## src/include/apm_pkg.sv

```systemverilog
// Attribute pixel mapper: register indices, field positions, reset values, types.
// Assumes one dot clock for pixels and host strobes alike.
package apm_pkg;

    // Attribute register indices (5-bit index field)
    localparam logic [4:0] IDX_MAP_BASE  = 5'h00;
    localparam logic [4:0] IDX_MAP_LAST  = 5'h0F;
    localparam logic [4:0] IDX_MODE      = 5'h10;
    localparam logic [4:0] IDX_BORDER    = 5'h11;
    localparam logic [4:0] IDX_PLANE     = 5'h12;
    localparam logic [4:0] IDX_SHIFT     = 5'h13;
    localparam logic [4:0] IDX_UPPER     = 5'h14;

    // Attribute mode control bit positions
    localparam int MODE_P54_SEL    = 7;
    localparam int MODE_PIX8       = 6;
    localparam int MODE_PAN_UPPER  = 5;
    localparam int MODE_BLINK      = 3;
    localparam int MODE_LINE_GR    = 2;
    localparam int MODE_MONO       = 1;
    localparam int MODE_GRAPHICS   = 0;

    // Index port video enable bit
    localparam int IDXP_VIDEO_EN   = 5;

    // Writable bit masks; reserved bits read as zero
    localparam logic [7:0] MASK_INDEX  = 8'h3F;
    localparam logic [7:0] MASK_MAP    = 8'h3F;
    localparam logic [7:0] MASK_MODE   = 8'hEF;
    localparam logic [7:0] MASK_BORDER = 8'hFF;
    localparam logic [7:0] MASK_PLANE  = 8'h3F;
    localparam logic [7:0] MASK_SHIFT  = 8'h0F;
    localparam logic [7:0] MASK_UPPER  = 8'h0F;

    // Reset values
    localparam logic [7:0] RST_INDEX   = 8'h00;
    localparam logic [7:0] RST_MODE    = 8'h00;
    localparam logic [7:0] RST_BORDER  = 8'h00;
    localparam logic [7:0] RST_PLANE   = 8'h0F;
    localparam logic [7:0] RST_SHIFT   = 8'h00;
    localparam logic [7:0] RST_UPPER   = 8'h00;
    localparam logic [5:0] RST_MAP     = 6'h00;

    // Line-drawing character code range and shift codes
    localparam logic [7:0] LINE_CODE_FIRST = 8'hB0;
    localparam logic [7:0] LINE_CODE_LAST  = 8'hDF;
    localparam logic [3:0] SHIFT_NONE_9    = 4'h8;

    // Index/data flip-flop of the attribute port
    typedef enum logic [0:0] {
        PH_INDEX = 1'b0,
        PH_DATA  = 1'b1
    } apm_phase_type;

    // Host port strobes (one cycle each) and write data
    typedef struct packed {
        logic       wr_attr;    // Write to attribute_index_port
        logic       rd_index;   // Read of attribute_index_port
        logic       rd_data;    // Read of the data read port
        logic       rd_status;  // Read of input_status_one
        logic [7:0] wdata;
    } apm_host_type;

    // One pixel slot from the sequencer
    typedef struct packed {
        logic       blank;      // Blanking interval
        logic       line_start; // First slot of a scan line
        logic       lower;      // Slot lies in the lower split region
        logic       nine_dot;   // 9-pixel text cells in use
        logic       col9;       // This slot is the ninth pixel of a cell
        logic       glyph_on;   // Text foreground dot
        logic [7:0] char_code;
        logic [7:0] attr;
        logic [3:0] planes;     // Planar pixel bits 3..0
    } apm_pix_type;

endpackage : apm_pkg

```

## src/hdl/apm_fifo.sv

```systemverilog
// Output FIFO for palette indices, valid/ready on both sides.
// Assumes DEPTH is a power of two; read data come from the storage registers.
`timescale 1ns/1ps
`default_nettype none
module apm_fifo #(
    parameter int WIDTH = 8,
    parameter int DEPTH = 16
) (
    // Clock and reset
    input  wire logic             clock,
    input  wire logic             resetn,
    // Fill side
    input  wire logic             in_valid,
    output logic                  in_ready,
    input  wire logic [WIDTH-1:0] in_data,
    // Drain side
    output logic                  out_valid,
    input  wire logic             out_ready,
    output logic [WIDTH-1:0]      out_data
);
    localparam int AW = $clog2(DEPTH);
    localparam logic [AW:0] DEPTH_C = (AW+1)'(DEPTH);

    typedef struct packed {
        logic [DEPTH-1:0][WIDTH-1:0] mem;
        logic [AW:0]                 wp;
        logic [AW:0]                 rp;
    } apm_fifo_state_type;

    apm_fifo_state_type state_ff;
    apm_fifo_state_type nxt_state;
    logic [AW:0]        count;

    // Occupancy flags
    assign count     = state_ff.wp - state_ff.rp;
    assign in_ready  = (count != DEPTH_C);
    assign out_valid = (count != '0);
    assign out_data  = state_ff.mem[state_ff.rp[AW-1:0]];

    // Pointer and storage update
    always_comb
    begin
        nxt_state = state_ff;
        if (in_valid && in_ready)
        begin
            nxt_state.mem[state_ff.wp[AW-1:0]] = in_data;
            nxt_state.wp = state_ff.wp + 1'b1;
        end
        if (out_valid && out_ready)
            nxt_state.rp = state_ff.rp + 1'b1;
    end

    // State register
    always_ff @(posedge clock or negedge resetn)
    begin
        if (!resetn)
            state_ff <= '0;
        else
            state_ff <= nxt_state;
    end
endmodule : apm_fifo
`default_nettype wire

```

## src/hdl/apm_attr.sv

```systemverilog
// Attribute stage: host attribute port, pixel mapping, blink, pan, border.
// Assumes host strobes and pixel slots are synchronous to clock.
`timescale 1ns/1ps
`default_nettype none
module apm_attr #(
    parameter int FIFO_DEPTH = 16
) (
    // Clock and reset
    input  wire logic                 clock,
    input  wire logic                 resetn,
    // Host attribute port
    input  wire apm_pkg::apm_host_type host,
    output logic [7:0]                host_rdata,
    output logic [1:0]                status_video_bits,
    // Blink timing
    input  wire logic                 vsync,
    input  wire logic [7:0]           blink_rate_setting,
    // Pixel slots from the sequencer
    input  wire logic                 pix_valid,
    output logic                      pix_ready,
    input  wire apm_pkg::apm_pix_type pix,
    // Palette indices to the palette lookup
    output logic                      idx_valid,
    input  wire logic                 idx_ready,
    output logic [7:0]                idx_data
);
    import apm_pkg::*;

    typedef struct packed {
        apm_phase_type   phase;
        logic [7:0]      index;
        logic [15:0][5:0] map;
        logic [7:0]      mode;
        logic [7:0]      border;
        logic [7:0]      plane;
        logic [7:0]      shift;
        logic [7:0]      upper;
        logic [7:0]      rdata;
        logic            vs_d;
        logic [7:0]      blink_cnt;
        logic            blink_on;
        logic [3:0]      skip;
        logic            half;
        logic [3:0]      nib;
        logic            prev_on;
        logic [7:0]      last_idx;
    } apm_state_type;

    apm_state_type state_ff;
    apm_state_type nxt_state;
    logic          push;
    logic [7:0]    push_data;
    logic          fifo_ready;
    logic          video_en;
    logic          accept;
    logic          dropped;

    assign video_en  = state_ff.index[IDXP_VIDEO_EN];
    assign pix_ready = fifo_ready;
    assign accept    = pix_valid && fifo_ready;
    assign host_rdata = state_ff.rdata;

    // Read view of a register, reserved bits zero
    function automatic logic [7:0] read_reg(input apm_state_type s, input logic [4:0] i);
        logic [7:0] r;
        r = 8'h00;
        if (i <= IDX_MAP_LAST)
            r = s.index[IDXP_VIDEO_EN] ? 8'h00 : {2'b00, s.map[i[3:0]]};
        else
            case (i)
                IDX_MODE:   r = s.mode;
                IDX_BORDER: r = s.border;
                IDX_PLANE:  r = s.plane;
                IDX_SHIFT:  r = s.shift;
                IDX_UPPER:  r = s.upper;
                default:    r = 8'h00;
            endcase
        return r;
    endfunction : read_reg

    // Left shift amount for the current mode
    function automatic logic [3:0] pan_amount(input apm_state_type s, input apm_pix_type p);
        logic [3:0] a;
        a = 4'h0;
        if (s.mode[MODE_PAN_UPPER] && p.lower)
            a = 4'h0;
        else if (s.mode[MODE_PIX8])
            a = {2'b00, s.shift[2:1]};
        else if (!s.mode[MODE_GRAPHICS] && p.nine_dot)
            a = (s.shift[3:0] < SHIFT_NONE_9) ? s.shift[3:0] + 4'h1 : 4'h0;
        else
            a = {1'b0, s.shift[2:0]};
        return a;
    endfunction : pan_amount

    // Host port, blink divider and pixel path
    always_comb
    begin
        logic [3:0] fg;
        logic [3:0] bg;
        logic [3:0] v;
        logic [3:0] cnt;
        logic [5:0] e;
        logic       on;
        logic [4:0] wi;
        nxt_state = state_ff;
        push      = 1'b0;
        push_data = 8'h00;
        dropped   = 1'b0;
        fg = 4'h0;
        bg = 4'h0;
        v  = 4'h0;
        e  = 6'h00;
        on = 1'b0;
        cnt = 4'h0;
        wi = state_ff.index[4:0];
        // Attribute port writes alternate index and data
        if (host.wr_attr)
        begin
            if (state_ff.phase == PH_INDEX)
            begin
                nxt_state.index = host.wdata & MASK_INDEX;
                nxt_state.phase = PH_DATA;
            end
            else
            begin
                nxt_state.phase = PH_INDEX;
                if (wi <= IDX_MAP_LAST)
                begin
                    if (!video_en)
                        nxt_state.map[wi[3:0]] = host.wdata[5:0];
                end
                else
                    case (wi)
                        IDX_MODE:   nxt_state.mode   = host.wdata & MASK_MODE;
                        IDX_BORDER: nxt_state.border = host.wdata & MASK_BORDER;
                        IDX_PLANE:  nxt_state.plane  = host.wdata & MASK_PLANE;
                        IDX_SHIFT:  nxt_state.shift  = host.wdata & MASK_SHIFT;
                        IDX_UPPER:  nxt_state.upper  = host.wdata & MASK_UPPER;
                        default:    ;
                    endcase
            end
        end
        // Status read returns the port to index phase
        if (host.rd_status)
            nxt_state.phase = PH_INDEX;
        if (host.rd_index)
            nxt_state.rdata = state_ff.index;
        else if (host.rd_data)
            nxt_state.rdata = read_reg(state_ff, wi);
        // Blink phase flips every rate+1 vsync rising edges
        nxt_state.vs_d = vsync;
        if (vsync && !state_ff.vs_d)
        begin
            if (state_ff.blink_cnt >= blink_rate_setting)
            begin
                nxt_state.blink_cnt = 8'h00;
                nxt_state.blink_on  = !state_ff.blink_on;
            end
            else
                nxt_state.blink_cnt = state_ff.blink_cnt + 8'h01;
        end
        // Pixel slot
        if (accept)
        begin
            cnt = pix.line_start ? pan_amount(state_ff, pix) : state_ff.skip;
            if (pix.blank || !video_en)
            begin
                push      = 1'b1;
                push_data = state_ff.border;
                nxt_state.half = 1'b0;
                nxt_state.skip = pix.line_start ? cnt : state_ff.skip;
            end
            else if (cnt != 4'h0)
            begin
                dropped = 1'b1;
                nxt_state.skip = cnt - 4'h1;
            end
            else
            begin
                nxt_state.skip = 4'h0;
                if (state_ff.mode[MODE_GRAPHICS])
                begin
                    v = pix.planes;
                    if (state_ff.mode[MODE_BLINK] && state_ff.blink_on)
                        v[3] = 1'b0;
                end
                else
                begin
                    if (state_ff.mode[MODE_MONO])
                    begin
                        fg = (pix.attr[2:0] == 3'b000) ? 4'h0 : {pix.attr[3], 3'b111};
                        bg = (pix.attr[6:4] == 3'b111) ? 4'h7 : 4'h0;
                    end
                    else
                    begin
                        fg = pix.attr[3:0];
                        bg = {pix.attr[7] && !state_ff.mode[MODE_BLINK], pix.attr[6:4]};
                    end
                    on = pix.glyph_on;
                    if (pix.col9)
                        on = state_ff.mode[MODE_LINE_GR]
                             && (pix.char_code >= LINE_CODE_FIRST)
                             && (pix.char_code <= LINE_CODE_LAST)
                             && state_ff.prev_on;
                    if (state_ff.mode[MODE_BLINK] && pix.attr[7] && state_ff.blink_on)
                        on = 1'b0;
                    nxt_state.prev_on = on;
                    v = on ? fg : bg;
                end
                v = v & state_ff.plane[3:0];
                if (state_ff.mode[MODE_PIX8])
                begin
                    nxt_state.half = !state_ff.half;
                    nxt_state.nib  = v;
                    if (state_ff.half)
                    begin
                        push      = 1'b1;
                        push_data = {state_ff.nib, v};
                    end
                end
                else
                begin
                    e         = state_ff.map[v];
                    push      = 1'b1;
                    push_data = {state_ff.upper[3:2],
                                 state_ff.mode[MODE_P54_SEL] ? state_ff.upper[1:0] : e[5:4],
                                 e[3:0]};
                end
            end
            if (push)
                nxt_state.last_idx = push_data;
        end
    end

    // State register
    always_ff @(posedge clock or negedge resetn)
    begin
        if (!resetn)
        begin
            state_ff        <= '0;
            state_ff.index  <= RST_INDEX;
            state_ff.mode   <= RST_MODE;
            state_ff.border <= RST_BORDER;
            state_ff.plane  <= RST_PLANE;
            state_ff.shift  <= RST_SHIFT;
            state_ff.upper  <= RST_UPPER;
            state_ff.map    <= {16{RST_MAP}};
            state_ff.phase  <= PH_INDEX;
        end
        else
            state_ff <= nxt_state;
    end

    // Status mux picks two bits of the latest index
    always_comb
    begin
        case (state_ff.plane[5:4])
            2'b00:   status_video_bits = {state_ff.last_idx[2], state_ff.last_idx[0]};
            2'b01:   status_video_bits = state_ff.last_idx[5:4];
            2'b10:   status_video_bits = {state_ff.last_idx[3], state_ff.last_idx[1]};
            default: status_video_bits = state_ff.last_idx[7:6];
        endcase
    end

    // Output buffer toward the palette lookup
    apm_fifo #(
        .WIDTH (8),
        .DEPTH (FIFO_DEPTH)
    ) u_fifo (
        .clock     (clock),
        .resetn    (resetn),
        .in_valid  (push),
        .in_ready  (fifo_ready),
        .in_data   (push_data),
        .out_valid (idx_valid),
        .out_ready (idx_ready),
        .out_data  (idx_data)
    );

    // Checks
    property p_status_index;
        @(posedge clock) disable iff (!resetn)
        host.rd_status |=> state_ff.phase == PH_INDEX;
    endproperty
    a_status_index: assert property (p_status_index) else $error("status read left data phase");

    property p_write_toggles;
        @(posedge clock) disable iff (!resetn)
        host.wr_attr && !host.rd_status |=> state_ff.phase != $past(state_ff.phase);
    endproperty
    a_write_toggles: assert property (p_write_toggles) else $error("port write did not toggle");

    property p_read_keeps;
        @(posedge clock) disable iff (!resetn)
        host.rd_data && !host.wr_attr && !host.rd_status |=> $stable(state_ff.phase);
    endproperty
    a_read_keeps: assert property (p_read_keeps) else $error("data read moved the phase");

    property p_border;
        @(posedge clock) disable iff (!resetn)
        accept && pix.blank |-> push && push_data == state_ff.border;
    endproperty
    a_border: assert property (p_border) else $error("blanking did not show border");

    property p_upper_bits;
        @(posedge clock) disable iff (!resetn)
        push && !pix.blank && video_en && !state_ff.mode[MODE_PIX8]
        |-> push_data[7:6] == state_ff.upper[3:2];
    endproperty
    a_upper_bits: assert property (p_upper_bits) else $error("index bits 7-6 wrong");

    property p_alt_bits;
        @(posedge clock) disable iff (!resetn)
        push && !pix.blank && video_en && !state_ff.mode[MODE_PIX8] && state_ff.mode[MODE_P54_SEL]
        |-> push_data[5:4] == state_ff.upper[1:0];
    endproperty
    a_alt_bits: assert property (p_alt_bits) else $error("index bits 5-4 not from select");

    property p_byte_pairs;
        @(posedge clock) disable iff (!resetn)
        accept && !pix.blank && video_en && !dropped && state_ff.mode[MODE_PIX8] && !state_ff.half
        |-> !push ##1 state_ff.half;
    endproperty
    a_byte_pairs: assert property (p_byte_pairs) else $error("byte mode pushed a lone nibble");

    property p_reserved_zero;
        @(posedge clock) disable iff (!resetn)
        host.rd_data && !host.rd_index && state_ff.index[4:0] == IDX_SHIFT |=> host_rdata[7:4] == 4'h0;
    endproperty
    a_reserved_zero: assert property (p_reserved_zero) else $error("reserved bits read nonzero");

    property p_locked_map;
        @(posedge clock) disable iff (!resetn)
        host.wr_attr && state_ff.phase == PH_DATA && video_en && state_ff.index[4:0] <= IDX_MAP_LAST
        |=> $stable(state_ff.map);
    endproperty
    a_locked_map: assert property (p_locked_map) else $error("entry written while video on");
endmodule : apm_attr
`default_nettype wire

```

## config.mk

```make
export PLATFORM = sky130hd
export DESIGN_NAME = apm_attr
export DESIGN_NICKNAME = d
export VERILOG_FILES = /design/src/include/apm_pkg.sv /design/src/hdl/apm_fifo.sv /design/src/hdl/apm_attr.sv
export SDC_FILE = /design/constraint.sdc
export NUM_CORES = 1
export LEC_CHECK = 0
export BUFFER_PORTS_ARGS = -buffer_cell sky130_fd_sc_hd__clkbuf_2
export CAP_MARGIN = 0
export CELL_PAD_IN_SITES_DETAIL_PLACEMENT = 0
export CELL_PAD_IN_SITES_GLOBAL_PLACEMENT = 1
export CORE_ASPECT_RATIO = 2
export CORE_MARGIN = 3
export CORE_UTILIZATION = 30
export DETAILED_ROUTE_END_ITERATION = 10
export GPL_TIMING_DRIVEN = 1
export MAX_ROUTING_LAYER = met4
export PLACE_DENSITY_LB_ADDON = 0.1
export SLEW_MARGIN = 30
export SYNTH_ARGS = -nofsm -noshare
export SYNTH_HDL_FRONTEND = slang
export SYNTH_SLANG_ARGS = --single-unit
```

## constraint.sdc

```tcl
create_clock -name clock -period 3.9 [get_ports clock]
set_clock_uncertainty 0.1 [all_clocks]
set_input_delay 0.585 -clock clock [delete_from_list [all_inputs] [get_ports clock]]
set_output_delay 0.585 -clock clock [all_outputs]
set_load 0.05 [all_outputs]
```

Word-level counts from Yosys, hierarchy flattened
Index checks and enable logic that the tools add are counted.
{"block": "totals", "regBits": 306, "input_bits": 51, "output_inout_bits": 20}
{"block": "op_classes", "add_sub_neg": 6, "order_cmp": 11, "n_eq_ne": 11, "muxes": 72, "n_bitwise": 7, "reduce_logical": 42}
{"cell": "2-to-1 mux 96 bit", "count": 2}
{"cell": "2-to-1 mux 145 bit", "count": 1}
{"cell": "2-to-1 mux 136 bit", "count": 1}
{"cell": "bitwise mux 128 bit", "count": 1}
{"cell": "2-to-1 mux 8 bit", "count": 13}
{"cell": "bitwise mux 96 bit", "count": 1}
{"cell": "2-to-1 mux 4 bit", "count": 18}
{"cell": "binary-select mux 6 bit (select 4 bit)", "count": 2}
{"cell": "2-to-1 mux 6 bit", "count": 7}
{"cell": "2-to-1 mux 40 bit", "count": 1}
{"cell": "case mux 8 bit (5 select lines)", "count": 1}
{"cell": "binary-select mux 8 bit (select 4 bit)", "count": 1}
{"cell": "demux 8 bit (select 4 bit)", "count": 1}
{"cell": "AND reduction 4 bit", "count": 8}
{"cell": "equality test 5 bit, second input constant", "count": 5}
{"cell": "demux 6 bit (select 4 bit)", "count": 1}
{"cell": "less-than comparator 4 x 5 -> 1 bit, second input constant", "count": 4}
{"cell": "2-to-1 mux 1 bit", "count": 16}
{"cell": "logical AND 1 bit", "count": 15}
{"cell": "adder 5 x 1 -> 5 bit, second input constant", "count": 2}
{"cell": "2-to-1 mux 5 bit", "count": 2}
{"cell": "adder 8 x 1 -> 8 bit, second input constant", "count": 1}
{"cell": "greater-or-equal comparator 4 x 1 -> 1 bit, second input constant", "count": 2}
{"cell": "greater-or-equal comparator 8 bit", "count": 1}
{"cell": "other kinds (26)", "count": 42}

Logic depth before layout (Yosys ltp)
{"block": "depth", "ltp_word": 25, "depth_mapped": 15, "mapped_depth_nobuf": 11}

By module
From an unflattened synthesis, not the netlist that was laid out.
{"block": "hier_totals", "hier_cells": 1272, "area_unflattened_um2": 16120.5}
{"mod": "apm_attr", "n_inst": 1, "cells_each": 866, "area_each_um2": 9435.3, "seq_area_each_um2": 4209.0}
{"mod": "apm_fifo", "n_inst": 1, "cells_each": 406, "area_each_um2": 6685.2, "seq_area_each_um2": 3453.3}

Worst setup path before layout
No wires, ideal clock.
{"block": "synth_path", "path_type": "register to register", "start": "register u_fifo.state_ff[1] (netlist name)", "end": "register u_fifo.state_ff[103] (netlist name)", "setup_time_ns": 0.064, "arrival_ns": 3.374, "setup_slack_ns": 0.362, "stages_incl_launch_ff": 15, "path_buffers": 4, "period_less_slack_ns": 3.538, "path_cell_list": "dfrtp_1 > clkbuf_1 > buf_1 > inv_1 > ha_1 > and3b_1 > o211ai_1 > a211oi_1 > nor2b_1 > clkbuf_1 > nand3_1 > or3_1 > o311ai_4 > buf_6 > mux2_2"}
{"block": "synth_via", "elab_chain_cells": 5}
{"item": "start: declaration", "line_no": "apm_fifo.sv:30", "source": "apm_fifo_state_type state_ff;"}
{"item": "start signal: assignment", "line_no": "apm_fifo.sv:59", "source": "state_ff <= nxt_state;"}
{"item": "subtractor 5 bit *", "line_no": "apm_fifo.sv:35", "source": "assign count = state_ff.wp - state_ff.rp;"}
{"item": "inequality test 5 bit *", "line_no": "apm_fifo.sv:36", "source": "assign in_ready = (count != DEPTH_C);"}
{"item": "logical AND 1 bit", "line_no": "apm_attr.sv:60", "source": "assign accept = pix_valid && fifo_ready;"}
{"item": "2-to-1 mux 8 bit / 2-to-1 mux 1 bit (equally long branches)", "line_no": "apm_attr.sv:164", "source": "if (accept)"}
{"item": "bitwise mux 128 bit / logical AND 1 bit (equally long branches)", "line_no": "apm_fifo.sv:46, apm_fifo.sv:44"}
Every way passes the cells marked *; elsewhere a longest branch is shown, timed or not.
A chain may end at the register's enable or synchronous reset.

Worst setup path after layout
{"block": "layout_path", "start": "register u_fifo.state_ff[0] (netlist name)", "end": "output idx_data[6]"}
{"block": "layout_via", "elab_chain_cells": 2}
{"item": "binary-select mux 8 bit (select 4 bit)", "line_no": "apm_fifo.sv:38", "source": "assign out_data = state_ff.mem[state_ff.rp[AW-1:0]];"}
{"item": "2-to-1 mux 8 bit (implied by the code)", "line_no": "apm_fifo.sv:38"}
{"item": "end: declaration", "line_no": "apm_attr.sv:25", "source": "output logic [7:0] idx_data"}
Every way passes these cells. The select of a mux whose other input is x is not followed.

==> flow_summary_export.csv <==
group,metric,value,unit
outcome,status,"finished clean",
detailed_routing,dr.max_layer_used,"met4",
detailed_routing,vias,10800,
sta,worst_slack,0.255,ns
synth,ys.flop_type,"dfrtp_1",
sta,slew_violations,0,
detailed_routing,dr_wl_met3,1340,um
power_and_ir_drop,clkPwrFrac,30.6,%
detailed_routing,wl_met1,16900,um
global_routing,grt_max_degree,83,
place,dp_hpwl,37800,um
synth,syn_inst,1316,
global_routing,grt_pass1_vias,11600,
power_and_ir_drop,ir_drop,0.569,mV
global_routing,antenna_found_initial,0,
floorplanning,die_w,169,um
power_and_ir_drop,total_power,10.4,mW
sta,rsz0062_at_grt,"false",
power_and_ir_drop,power_leakage,8.22,nW
clocking,cts_root_buffer,"clkbuf_16",
detailed_routing,postRouteAntennaNets,0,
floorplanning,dieHeight,331,um
synth,syn_avg_cell_area,12.1,um2
synth,syn_nets,1386,
synth,ys_ff_latch,306,
synth,synth_warnings,0,
clocking,cts_buffers,31,
layout,fin_nets,1466,
critical_path,startpoint_type,"flip-flop",
clocking,clock_path_buffers,3,
global_routing,grt_pass1_wl,76300,um
clocking,cts_max_level,1,
critical_path,crit_type,"flip-flop to primary output",
sta,hold_viol,0,
sta,tns,0,ns
place,port_buffers,66,
detailed_routing,dr.pass1.iters,4,
critical_path,reg2reg_slack,0.36,ns
power_and_ir_drop,netSwitchingFraction,34.1,%
detailed_routing,finalWirelength,50400,um
power_and_ir_drop,cellPowerDensity,564,nW/um2
power_and_ir_drop,p_switching,3.54,mW
place,placed_cells,2020,
sta,setup_viol,0,
floorplanning,dieArea,55800,um2
critical_path,r2r-start,"state_ff[71]",
sta,relSlewSlack,48.5,%
synth,synth_most_common_cell,"dfrtp_1",
clocking,clk_pin_slew,0.06,ns
synth,synth-edff-count,0,
layout,drive_gt1_share,33.1,%
global_routing,grt_overflow,0,
detailed_routing,drc,0,
global_routing,grt_use_total,18.8,%
clocking,clock-sinks,306,
synth,syn_area,15900,um2
floorplanning,num_io_pins,71,
floorplanning,initial_core_util,30.5,%
min_path,worstHoldStart,"host[8]",
job,maxCapViolations,0,
sta,worst_pin_slew,0.769,ns
layout,area_growth,16.1,%
clocking,clock_latency,0.60,ns
power_and_ir_drop,p_int,6.84,mW
synth,synthTopCellsByCount,"dfrtp_1, mux2_2, nand2_1",
floorplanning,num_rows,118,
critical_path,cp-startpoint,"u_fifo.state_ff[0]",
critical_path,worstPathArrival,2.96,ns
detailed_routing,vias_per_cell,5.18,
synth,yosysSeqAreaShare,48.3,%
sta,period_share,93.5,%
synth,synth_cell_types,81,
clocking,cts_tree,"yes",
critical_path,critPathCaptureType,"primary output",
power_and_ir_drop,p_comb_share,29.6,%
place,gp_congestion,0.807,
synth,synth_top_area_share,47.6,%
detailed_routing,wl_per_cell,24.2,um
floorplanning,core-area,52000,um2
detailed_routing,route.met2.wl,29600,um
critical_path,cp_max_fo,35,
min_path,hold_class,"input pin to flip-flop",
sta,layout_min_cycle_time,3.65,ns
detailed_routing,drt-initial-drc-count,569,
place,preCtsSetupSlack,0.0507,ns
synth,yosys.area.top_type,"dfrtp_1",
critical_path,crit_required,3.21,ns
synth,async_flop_share,100,%
layout,fin_cells,2080,
layout,diodes,0,
synth,netlist_top_cells_area,"dfrtp_1, mux4_2, mux2_2",
power_and_ir_drop,power_frac_seq,39.8,%
sta,fmax,0.274,GHz
==> what timing repair did <==
| action | 4_1_cts | 5_1_grt |
|---|---|---|
| hold buffers | 2 | 0 |
| endpoints found under the setup margin | 0 | 16 |
| setup buffers | 0 | 1 |
| endpoints found under the hold margin | 77 | 0 |
| resized for setup | 0 | 0 |
==> worst max-delay path, stage by stage (launching register included) <==
cell      delay [ns]
dfrtp_2         0.37
buf_4           0.59
mux4_2          0.62
mux4_2          0.48
clkbuf_2        0.25
==> final cells by class <==
type                       count  area, um2
fill                        5275      33600
sequential                   306       7670
multi-input combinational    888       7650
timing repair buffer         144       1110
clock buffer                  45        918
tap                          660        826
clock inverter                12        150
inverter                      25       93.8
==> path summary, 6_finish.rpt <==
| check | end | depth (start not counted) |
|---|---|---|
| min in group asynchronous | u_fifo.state_ff[16] | 2 |
| worst min register to register | u_fifo.state_ff[72] | 2 |
| worst max register to register | u_fifo.state_ff[135] | 11 |
| worst max-delay path | idx_data[6] | 4 |
| worst min-delay path | state_ff[180] | 2 |
| max in group asynchronous | state_ff[170] | 4 |
==> per-layer routing <==
layer  global-route usage [%]  vias to the layer above
li1                         -                     5048
met1                     18.2                     5438
met2                     37.1                      191
met3                     2.01                       88
met4                     8.44                        0
met5                        -                        -
==> power groups by stage <==
stage | Clock (mW) | Sequential [mW] | Combinational [mW]
after floorplan | 0 | 3.98 | 2.21
after global placement | 0 | 4.19 | 3.11
after detailed placement | 0 | 4.21 | 3.13
after CTS | 3.29 | 4.15 | 3.14
after global routing | 3.43 | 4.21 | 3.37
final | 3.17 | 4.13 | 3.07
==> logic make-up after synthesis <==
kind of cell	share of synthesized area, %
mux	26.1
xor+xnor	1.08
fa+ha+maj	1.50
flops	48.3
buf+inv	3.51
compound gates	10.0
simple gates	9.50
==> flip-flops by register name (all words and copies together), names as in the netlist <==
| signal | flops |
|---|---|
| state_ff | 160 |
| u_fifo.state_ff | 138 |
| host_rdata | 8 |
==> metrics by stage <==
| step | utilization (%) | instance area, um2 | hold WS (ns) |
|---|---|---|---|
| 2_1_floorplan | - | 15900 | 0.189 |
| 3_3_place_gp | 33.3 | 17300 | 0.356 |
| 3_5_place_dp | 33.3 | 17300 | 0.360 |
| 4_1_cts | 35.4 | 18400 | 0.0242 |
| 5_1_grt | 35.4 | 18400 | 0.0301 |
| 6_report | 35.4 | 18400 | 0.0487 |
==> layout by cell type, fill, tap and decap left out, drive strengths merged, types with 5 or more instances in the layout <==
cell / n
a2111oi: 17
a21o: 10
a21oi: 18
a22o: 5
a22oi: 8
and3: 6
buf: 77
clkbuf: 110
clkinv: 8
dfrtp: 302
ha: 19
inv: 26
mux2: 178
mux2i: 22
mux4: 85
nand2: 163
nand2b: 5
nand3: 43
nand4: 13
nor2: 38
nor2b: 20
nor3: 11
nor4: 7
o21ai: 127
o31ai: 5
xnor2: 12
xor2: 5
(Power assumes the default switching activity.)
